===== config.mk =====
export PLATFORM = sky130hd
export DESIGN_NAME = actuator_teach_in_control
export DESIGN_NICKNAME = d
export VERILOG_FILES = /design/src/hw/teach_in_pkg.sv /design/src/hw/actuator_teach_in_control.sv /design/src/hw/tick_divider.sv
export VERILOG_INCLUDE_DIRS = /design/src /design/src/hw
export SDC_FILE = /design/constraint.sdc
export NUM_CORES = 1
export LEC_CHECK = 0
export ABC_AREA = 1
export BUFFER_PORTS_ARGS = -buffer_cell sky130_fd_sc_hd__buf_2
export CAP_MARGIN = 15
export CORE_ASPECT_RATIO = 0.7
export CORE_MARGIN = 2
export CORE_UTILIZATION = 23
export DETAILED_ROUTE_END_ITERATION = 7
export GPL_ROUTABILITY_DRIVEN = 0
export PLACE_DENSITY = 0.44
export SLEW_MARGIN = 5
export SYNTH_ARGS = -nofsm -noshare
export SYNTH_HDL_FRONTEND = slang
export SYNTH_SLANG_ARGS = --single-unit

===== constraint.sdc =====
create_clock -name sys_clk -period 2 [get_ports sys_clk]
set_input_delay 0.1 -clock sys_clk [delete_from_list [all_inputs] [get_ports sys_clk]]
set_output_delay 0.1 -clock sys_clk [all_outputs]
set_load 0.05 [all_outputs]

===== src/hw/teach_in_regs.svh =====
// Notes on behaviour
// - standard-coded unit works without pairing
// - coded unit pairs new actuator after power-up
// - pairing: green off, red on, yellow 1 Hz
// - after 10 s yellow 3 Hz requests power-off
// - no power-off in 5 min: abort, 5 red blinks
// - new code active only after redetection
// - one-time variant refuses further pairing
// - repeatable variant pairs any number of times
// - new pairing invalidates old stored code
// - enabling blocked ten minutes after pairing
// - green blinks until inhibit over and detected
// - power fail during inhibit restarts ten minutes
// - five red blinks: bad actuator, outputs off
`ifndef TEACH_IN_REGS_SVH
`define TEACH_IN_REGS_SVH
`define CLK_HZ         40000000
`define TICK_HZ        6
`define PAIR_WAIT_S    10
`define POWER_REQ_S    300
`define INHIBIT_S      600
`define FAULT_BLINKS   5
`define CODE_W         32
`endif


===== src/hw/teach_in_pkg.sv =====
package teach_in_pkg;
	typedef enum logic [2:0] {
		ST_IDLE    = 3'b000,
		ST_PAIR    = 3'b001,
		ST_PWRREQ  = 3'b010,
		ST_FAULT   = 3'b011,
		ST_CONFIRM = 3'b100,
		ST_INHIBIT = 3'b101,
		ST_RUN     = 3'b110
	} phase_e;
endpackage


===== src/hw/actuator_teach_in_control.sv =====
`timescale 1ns/100ps
`default_nettype none
`include "teach_in_regs.svh"
// reset models the power cycle; taught code and inhibit flag sit in
// state kept outside reset (reloaded from nv*) as nonvolatile storage would.
module actuator_teach_in_control #(
	parameter int unsigned TICK_DIV    = `CLK_HZ / `TICK_HZ,
	parameter int unsigned WAIT_TICKS  = `PAIR_WAIT_S * `TICK_HZ,
	parameter int unsigned REQ_TICKS   = `POWER_REQ_S * `TICK_HZ,
	parameter int unsigned INH_TICKS   = `INHIBIT_S * `TICK_HZ
) (
	// clock and reset (reset = power-on)
	input  wire logic                 sys_clk,
	input  wire logic                 reset,
	// variant straps
	input  wire logic                 individualCoding,
	input  wire logic                 oneTimePairingVariant,
	// nonvolatile image restored at power-on
	input  wire logic [`CODE_W-1:0]   nvStoredCode,
	input  wire logic                 nvPaired,
	input  wire logic                 nvPending,
	input  wire logic                 nvInhibit,
	// actuator reader
	input  wire logic                 actPresent,
	input  wire logic [`CODE_W-1:0]   actCode,
	// nonvolatile image to store
	output logic [`CODE_W-1:0]        storeCode,
	output logic                      storePaired,
	output logic                      storePending,
	output logic                      storeInhibit,
	// indicators and enable
	output logic                      ledGreen,
	output logic                      ledRed,
	output logic                      ledYellow,
	output logic                      enableOk
);
	logic tick;
	tick_divider #(.DIV(TICK_DIV)) u_div (
		.sys_clk(sys_clk),
		.reset  (reset),
		.tick   (tick)
	);

	// pins from outside the clock domain
	logic               presSync1_ff, presSync2_ff;
	logic [`CODE_W-1:0] codeSync1_ff, codeSync2_ff;
	always_ff @(posedge sys_clk) begin
		presSync1_ff <= actPresent;
		presSync2_ff <= presSync1_ff;
		codeSync1_ff <= actCode;
		codeSync2_ff <= codeSync1_ff;
	end

	teach_in_pkg::phase_e phase_ff, nxt_phase;
	logic [31:0]        timer_ff, nxt_timer;
	logic [2:0]         phaseCnt_ff, nxt_phaseCnt;
	logic [3:0]         blinks_ff, nxt_blinks;
	logic [`CODE_W-1:0] code_ff, nxt_code, cand_ff, nxt_cand;
	logic               paired_ff, nxt_paired;
	logic               pending_ff, nxt_pending;
	logic               inhibit_ff, nxt_inhibit;
	logic               loaded_ff;
	logic               fresh_ff, nxt_fresh;
	logic               gOut, rOut, yOut, enOut;
	logic               known;

	// nv image is caught in the first cycle after reset releases; straps are read live
	always_ff @(posedge sys_clk) begin
		if (reset)
			loaded_ff <= 1'b0;
		else
			loaded_ff <= 1'b1;
	end

	always_comb begin
		nxt_phase = phase_ff;
		nxt_timer = timer_ff;
		nxt_phaseCnt = phaseCnt_ff;
		nxt_blinks = blinks_ff;
		nxt_code = code_ff;
		nxt_cand = cand_ff;
		nxt_paired = paired_ff;
		nxt_pending = pending_ff;
		nxt_inhibit = inhibit_ff;
		nxt_fresh = fresh_ff;
		known = !individualCoding || (paired_ff && codeSync2_ff == code_ff);
		if (tick) begin
			nxt_timer = timer_ff + 32'h1;
			nxt_phaseCnt = phaseCnt_ff + 3'h1;
			if (phaseCnt_ff == 3'(`TICK_HZ - 1))
				nxt_phaseCnt = 3'h0;
		end
		if (!loaded_ff) begin
			nxt_code = nvStoredCode;
			nxt_cand = nvStoredCode;
			nxt_paired = nvPaired;
			nxt_pending = nvPending;
			nxt_inhibit = nvInhibit;
			nxt_fresh = 1'b1;
			nxt_timer = 32'h0;
			nxt_phase = nvPending ? teach_in_pkg::ST_CONFIRM
				: nvInhibit ? teach_in_pkg::ST_INHIBIT
				: teach_in_pkg::ST_IDLE;
		end else begin
			unique case (phase_ff)
			teach_in_pkg::ST_IDLE: begin
				if (presSync2_ff && !known && individualCoding) begin
					if (paired_ff && oneTimePairingVariant) begin
						nxt_phase = teach_in_pkg::ST_FAULT;
						nxt_blinks = 4'h0;
					end else if (!fresh_ff) begin
						// teach-in needs a power cycle first
						nxt_phase = teach_in_pkg::ST_FAULT;
						nxt_blinks = 4'h0;
					end else begin
						nxt_phase = teach_in_pkg::ST_PAIR;
						nxt_cand = codeSync2_ff;
						nxt_timer = 32'h0;
					end
				end else if (presSync2_ff && known)
					nxt_phase = teach_in_pkg::ST_RUN;
			end
			teach_in_pkg::ST_PAIR: begin
				if (timer_ff >= WAIT_TICKS) begin
					nxt_phase = teach_in_pkg::ST_PWRREQ;
					nxt_pending = 1'b1;
					nxt_timer = 32'h0;
				end
			end
			teach_in_pkg::ST_PWRREQ: begin
				if (timer_ff >= REQ_TICKS) begin
					nxt_phase = teach_in_pkg::ST_FAULT;
					nxt_pending = 1'b0;
					nxt_blinks = 4'h0;
				end
			end
			teach_in_pkg::ST_FAULT: begin
				// five blinks, then back to waiting
				if (tick && phaseCnt_ff == 3'(`TICK_HZ - 1)) begin
					nxt_blinks = blinks_ff + 4'h1;
					if (blinks_ff == 4'(`FAULT_BLINKS - 1))
						nxt_phase = teach_in_pkg::ST_IDLE;
				end
			end
			teach_in_pkg::ST_CONFIRM: begin
				if (presSync2_ff && codeSync2_ff == cand_ff) begin
					nxt_code = cand_ff;
					nxt_paired = 1'b1;
					nxt_pending = 1'b0;
					nxt_inhibit = 1'b1;
					nxt_timer = 32'h0;
					nxt_phase = teach_in_pkg::ST_INHIBIT;
				end
			end
			teach_in_pkg::ST_INHIBIT: begin
				if (timer_ff >= INH_TICKS)
					nxt_inhibit = 1'b0;
				if (!inhibit_ff && presSync2_ff && known)
					nxt_phase = teach_in_pkg::ST_RUN;
			end
			teach_in_pkg::ST_RUN: begin
				if (!presSync2_ff)
					nxt_phase = teach_in_pkg::ST_IDLE;
				else if (!known) begin
					nxt_phase = teach_in_pkg::ST_FAULT;
					nxt_blinks = 4'h0;
				end
			end
			default: nxt_phase = teach_in_pkg::ST_IDLE;
			endcase
			if (presSync2_ff)
				nxt_fresh = 1'b0;
		end
		// patterns restart on entry, so no phase opens with a stub flash
		if (nxt_phase != phase_ff)
			nxt_phaseCnt = 3'h0;
	end

	// 6 Hz ticks: 1 Hz = 3 on / 3 off, 3 Hz = toggle each tick
	always_comb begin
		gOut = 1'b1;
		rOut = 1'b0;
		yOut = 1'b0;
		enOut = 1'b0;
		unique case (phase_ff)
		teach_in_pkg::ST_PAIR: begin
			gOut = 1'b0;
			rOut = 1'b1;
			yOut = phaseCnt_ff < 3'(`TICK_HZ / 2);
		end
		teach_in_pkg::ST_PWRREQ: begin
			gOut = 1'b0;
			rOut = 1'b1;
			// starts lit, continuing the last lit tick of pairing
			yOut = !phaseCnt_ff[0];
		end
		// dark half first, so the first flash stands out after steady red
		teach_in_pkg::ST_FAULT:
			rOut = phaseCnt_ff >= 3'(`TICK_HZ / 2);
		teach_in_pkg::ST_INHIBIT:
			gOut = phaseCnt_ff < 3'(`TICK_HZ / 2);
		teach_in_pkg::ST_RUN: begin
			yOut = 1'b1;
			enOut = 1'b1;
		end
		default: ;
		endcase
	end

	always_ff @(posedge sys_clk) begin
		if (reset) begin
			phase_ff <= teach_in_pkg::ST_IDLE;
			timer_ff <= 32'h0;
			phaseCnt_ff <= 3'h0;
			blinks_ff <= 4'h0;
			fresh_ff <= 1'b0;
			ledGreen <= 1'b0;
			ledRed <= 1'b0;
			ledYellow <= 1'b0;
			enableOk <= 1'b0;
		end else begin
			phase_ff <= nxt_phase;
			timer_ff <= nxt_timer;
			phaseCnt_ff <= nxt_phaseCnt;
			blinks_ff <= nxt_blinks;
			fresh_ff <= nxt_fresh;
			ledGreen <= gOut;
			ledRed <= rOut;
			ledYellow <= yOut;
			enableOk <= enOut;
		end
	end

	// nonvolatile shadow: not cleared by reset, reloaded after it
	always_ff @(posedge sys_clk) begin
		code_ff <= nxt_code;
		cand_ff <= nxt_cand;
		paired_ff <= nxt_paired;
		pending_ff <= nxt_pending;
		inhibit_ff <= nxt_inhibit;
		storeCode <= nxt_pending ? nxt_cand : nxt_code;
		storePaired <= nxt_paired;
		storePending <= nxt_pending;
		storeInhibit <= nxt_inhibit;
	end
endmodule
`default_nettype wire


===== src/hw/tick_divider.sv =====
`timescale 1ns/100ps
`default_nettype none
`include "teach_in_regs.svh"
module tick_divider #(
	parameter int unsigned DIV = `CLK_HZ / `TICK_HZ
) (
	// clock and reset
	input  wire logic sys_clk,
	input  wire logic reset,
	// enable pulse
	output logic      tick
);
	logic [31:0] count_ff;
	logic [31:0] nxt_count;
	logic        nxt_tick;

	always_comb begin
		nxt_count = count_ff + 32'h1;
		nxt_tick = 1'b0;
		if (count_ff == DIV - 1) begin
			nxt_count = 32'h0;
			nxt_tick = 1'b1;
		end
	end

	always_ff @(posedge sys_clk) begin
		if (reset) begin
			count_ff <= 32'h0;
			tick <= 1'b0;
		end else begin
			count_ff <= nxt_count;
			tick <= nxt_tick;
		end
	end
endmodule
`default_nettype wire


==> results list <==
- Final hold violation count: 0
- Worst hold path type: in2reg
* Headroom to the max-slew limit: between 60% and 70%
- LEAKAGE: roughly 7.3 nW
- The die covers roughly 47000 µm².
- Measured on the finished design, the core utilization comes to a little under two fifths.
* Post-detailed-route DRC marker count: 0
- Required time worst endpoint: 2440 ps
* Synthesized Nets: about 1500
- Pin placement for this block handled ~110 I/O pins.
- Clock latency on the worst-skew pair: 550 ps
- For this run, the number of Yosys warnings is 0.
- Minimum setup slack in the final design: -200 ps
- Core Area: 45100 µm²
* Final HPWL DP: between 20 and 25 mm
- Entering global routing, the biggest net connects 32 pins.
* Starting density of the core: a little under a quarter
- For this run, the leading register cell type out of synthesis is dfxtp_1.
* Post-synth EDFFs: 2
- Most common library cell in the layout ignoring fill and taps: nand2_1
* Number of distinct standard cells referenced by the synthesized netlist: 48
- Area growth from synthesis to layout: 57.8%
* Antenna violations before repair: 3
- TritonCTS built the clock tree.
- Critical-path maximum fanout: 6
- TritonCTS buffer count: 25
- Of the total power, registers draw 42.4%.
* Clock network fraction of total power: between 30% and 40%
- Run status: finished, violations left
- Switching share of power: between 20 and 30%
* Fraction of final layout cells with drive strength greater than 1: 38.8%
- The die is approximately 260 µm wide.
- The first global-routing pass estimated just over 50 mm of wire.
- Sequential area share after synthesis: 47.0%
* Quantity of I/O buffers inserted on ports: 110
- For the final database, setup skew stands at approximately 20 ps.
- Setup repair after global routing missed its margin: yes
- Before antenna repair, the detailed router went through 5 iterations.
- The initialized floorplan defines 65 standard-cell rows.
* DIE HEIGHT: between 150 and 200 µm
* Placed cells: 2276
* Element type at the critical path end: register
- In this run the power density over the cells is 776 nW/µm².
- Transition at the pin with the smallest max-transition slack: between 500 and 600 ps
- Clock root buffer master: clkbuf_16
* Drt total wl: between 30 and 40 mm
- Of all flip-flops after synthesis, the portion carrying an async set or reset was 0%.
- Post-detailed-route wirelength per cell: roughly 14 µm
- Internal power comes to 9.21 mW.
- Class of the most critical setup path: reg2reg
- The final reports fail on setup timing.
- Vias in the first global route: about 9800
- The analysis attributes to net switching a power of about 3.7 mW.
- Counting instances, the worst hold path has a depth of 2.
- In the final layout, the multi-input gates occupy about 5400 µm².
- Synthesis inferred approximately 250 register bits.
* Final number of max-transition violations: 0
* Syn Std Cell Area: 10500 µm²
* Total via count after detailed routing: between 10000 and 15000
- Per-cell via count in the routed design: between 4 and 5
* Number of DRC violations after detailed-routing iteration 0: roughly 560
* Number of setup violations in the final report: around 120
- Commonest non-fill, non-tap cells in the layout: nand2_1, inv_1, dfxtp_1
- Final layout net count: between 1500 and 2000
- For the finished layout, the period the worst path requires is ~2200 ps.
- In this run the remaining antenna-violating nets after routing total 0.
- Summing all flip-flop and latch instances after layout gives between 5000 and 6000 µm².
* Number of cells on the worst reg-to-reg path: 17
- Non-filler instance count after layout: 2444
- Max clock buf depth: 3
- Across the run, the number of max-cap violations was 0.
- Fillcell total: around 4700
* Clock slew seen by the registers of the worst setup and hold paths: 70 ps
* Congestion Overflow GR: 0
- Element type at the critical path start: register
* Comb power frac: between 15 and 20%
- The worst path uses 110% of the clock period.
- The clock drives between 200 and 250 sinks.
- CTS built an H-tree with a depth of 1.
- Top achievable clock speed: between 400 and 500 MHz
- Mean cell area of the mapped netlist: approximately 7.5 µm²
- Across the VDD grid, the largest voltage drop is roughly 650 µV.
- Adding up every negative setup slack in the final design gives -12220 ps.
- CP arrival: about 2600 ps
* Cells after Synth: ~1400
- The repair_antennas step left the layout with diodes totalling 0.
- Global routing consumed, over all layers together, between 10% and 20% of the routing resources.
==> layer usage <==
layer | vias up | GRT usage, % | routed length, µm
met2 | 143 | 20.8 | 14100
met1 | 4740 | 19.8 | 17300
met3 | 40 | 2.13 | 1140
met4 | 0 | 2.60 | 594
met5 | - | 0 | 0
li1 | 5326 | - | -
==> power groups by stage <==
| stage | Clock (mW) | Combinational, mW | Sequential [mW] |
|---|---|---|---|
| global route | 5.44 | 2.53 | 5.49 |
| floorplan | 0 | 0.728 | 5.87 |
| CTS | 5.24 | 2.13 | 5.45 |
| detailed placement | 0 | 1.76 | 5.55 |
| finish | 5.08 | 2.33 | 5.45 |
| global placement | 0 | 1.75 | 5.55 |
==> path summary, 6_finish.rpt <==
kind / from / to / slack (ps)
max reg2reg: codeSync2_ff[9] / storeCode[6] / -200
min: actCode[26] / codeSync1_ff[26] / 180
min reg2reg: codeSync1_ff[27] / codeSync2_ff[27] / 320
max: codeSync2_ff[9] / storeCode[6] / -200
==> critical path, stage by stage (launching register included) <==
cell and delay [ps]:
dfxtp_2 320, buf_4 140, nand2_2 60, nand4_1 180, nor2_2 200, nand2_1 80
nor2_1 80, nand2_1 80, nand2_2 100, inv_2 50, nand3_4 130, buf_12 160
buf_12 130, a21oi_2 50, o21ai_1 80, o21ai_1 110, nand2_2 80, o21ai_2 50
==> registers in the layout, summed over array words and instances (netlist names), 3 cells and up <==
name,count
cand_ff,32
codeSync1_ff,32
codeSync2_ff,32
code_ff,32
storeCode,32
timer_ff,32
u_div.count_ff,32
blinks_ff,4
phaseCnt_ff,3
phase_ff,3
==> synth_stat cells, types with 2 or more instances <==
library cell / instances / area share, %
ha_1: 7 / 0.83
inv_2: 11 / 0.39
nand2_2: 7 / 0.42
dfxtp_1: 244 / 46
buf_6: 4 / 0.43
xnor2_1: 17 / 1.4
xor2_1: 23 / 1.9
clkbuf_1: 25 / 0.89
or2_0: 6 / 0.36
a31oi_1: 5 / 0.30
nor2_4: 4 / 0.43
nor3_2: 4 / 0.38
nor3_1: 24 / 1.1
edfxtp_1: 2 / 0.57
o22ai_1: 4 / 0.24
nor4_1: 11 / 0.65
inv_1: 220 / 7.9
o211ai_1: 2 / 0.14
o21ai_0: 110 / 5.2
o21a_1: 6 / 0.43
nor2_1: 142 / 5.1
a211oi_1: 7 / 0.50
nand3_1: 30 / 1.4
buf_1: 4 / 0.14
a21oi_1: 68 / 3.2
o21ai_1: 65 / 3.1
o21ai_2: 6 / 0.50
or2_2: 13 / 0.77
nand2_1: 261 / 9.3
nor2_2: 5 / 0.30
nor3b_2: 4 / 0.48
a21oi_2: 12 / 1.0
buf_2: 9 / 0.43
nor3b_1: 5 / 0.36
nand3_2: 3 / 0.29
nand4_1: 26 / 1.5
==> area by class of cell <==
cell class,instances,area share [%]
Timing Repair Buffer,432,22.0
Multi-Input combinational cell,887,32.7
Clock buffer,33,4.25
Clock inverter,11,0.981
Tap cell,603,4.55
Sequential cell,246,30.2
Inverter,232,5.31
==> logic make-up after synthesis <==
kind of cell / Yosys count / share of synthesized area [%]
fa+ha+maj: 7 / 0.833
xor+xnor: 40 / 3.33
buf+inv: 275 / 10.2
flops: 246 / 47.0
simple gates: 549 / 23.4
compound gates: 291 / 15.1
==> metrics by stage <==
stage / worst slack, ps / total power, mW / area [µm²] / hold slack [ps]
2_1_floorplan: -109 / 6.60 / 10600 / 128
3_3_place_gp: -243 / 7.31 / 13300 / 203
3_5_place_dp: -330 / 7.31 / 13300 / 204
4_1_cts: -248 / 12.8 / 15700 / 147
5_1_grt: -348 / 13.5 / 16600 / 157
6_report: -200 / 12.9 / 16600 / 183
==> what timing repair did <==
item,CTS,global route
endpoints found under the hold margin,134,0
resized for setup,156,195
hold buffers,70,0
endpoints found under the setup margin,120,157
buffers inserted,25,19
pin swaps,26,80
gates cloned,9,5
Note: power is estimated with default switching activity, not from simulation.
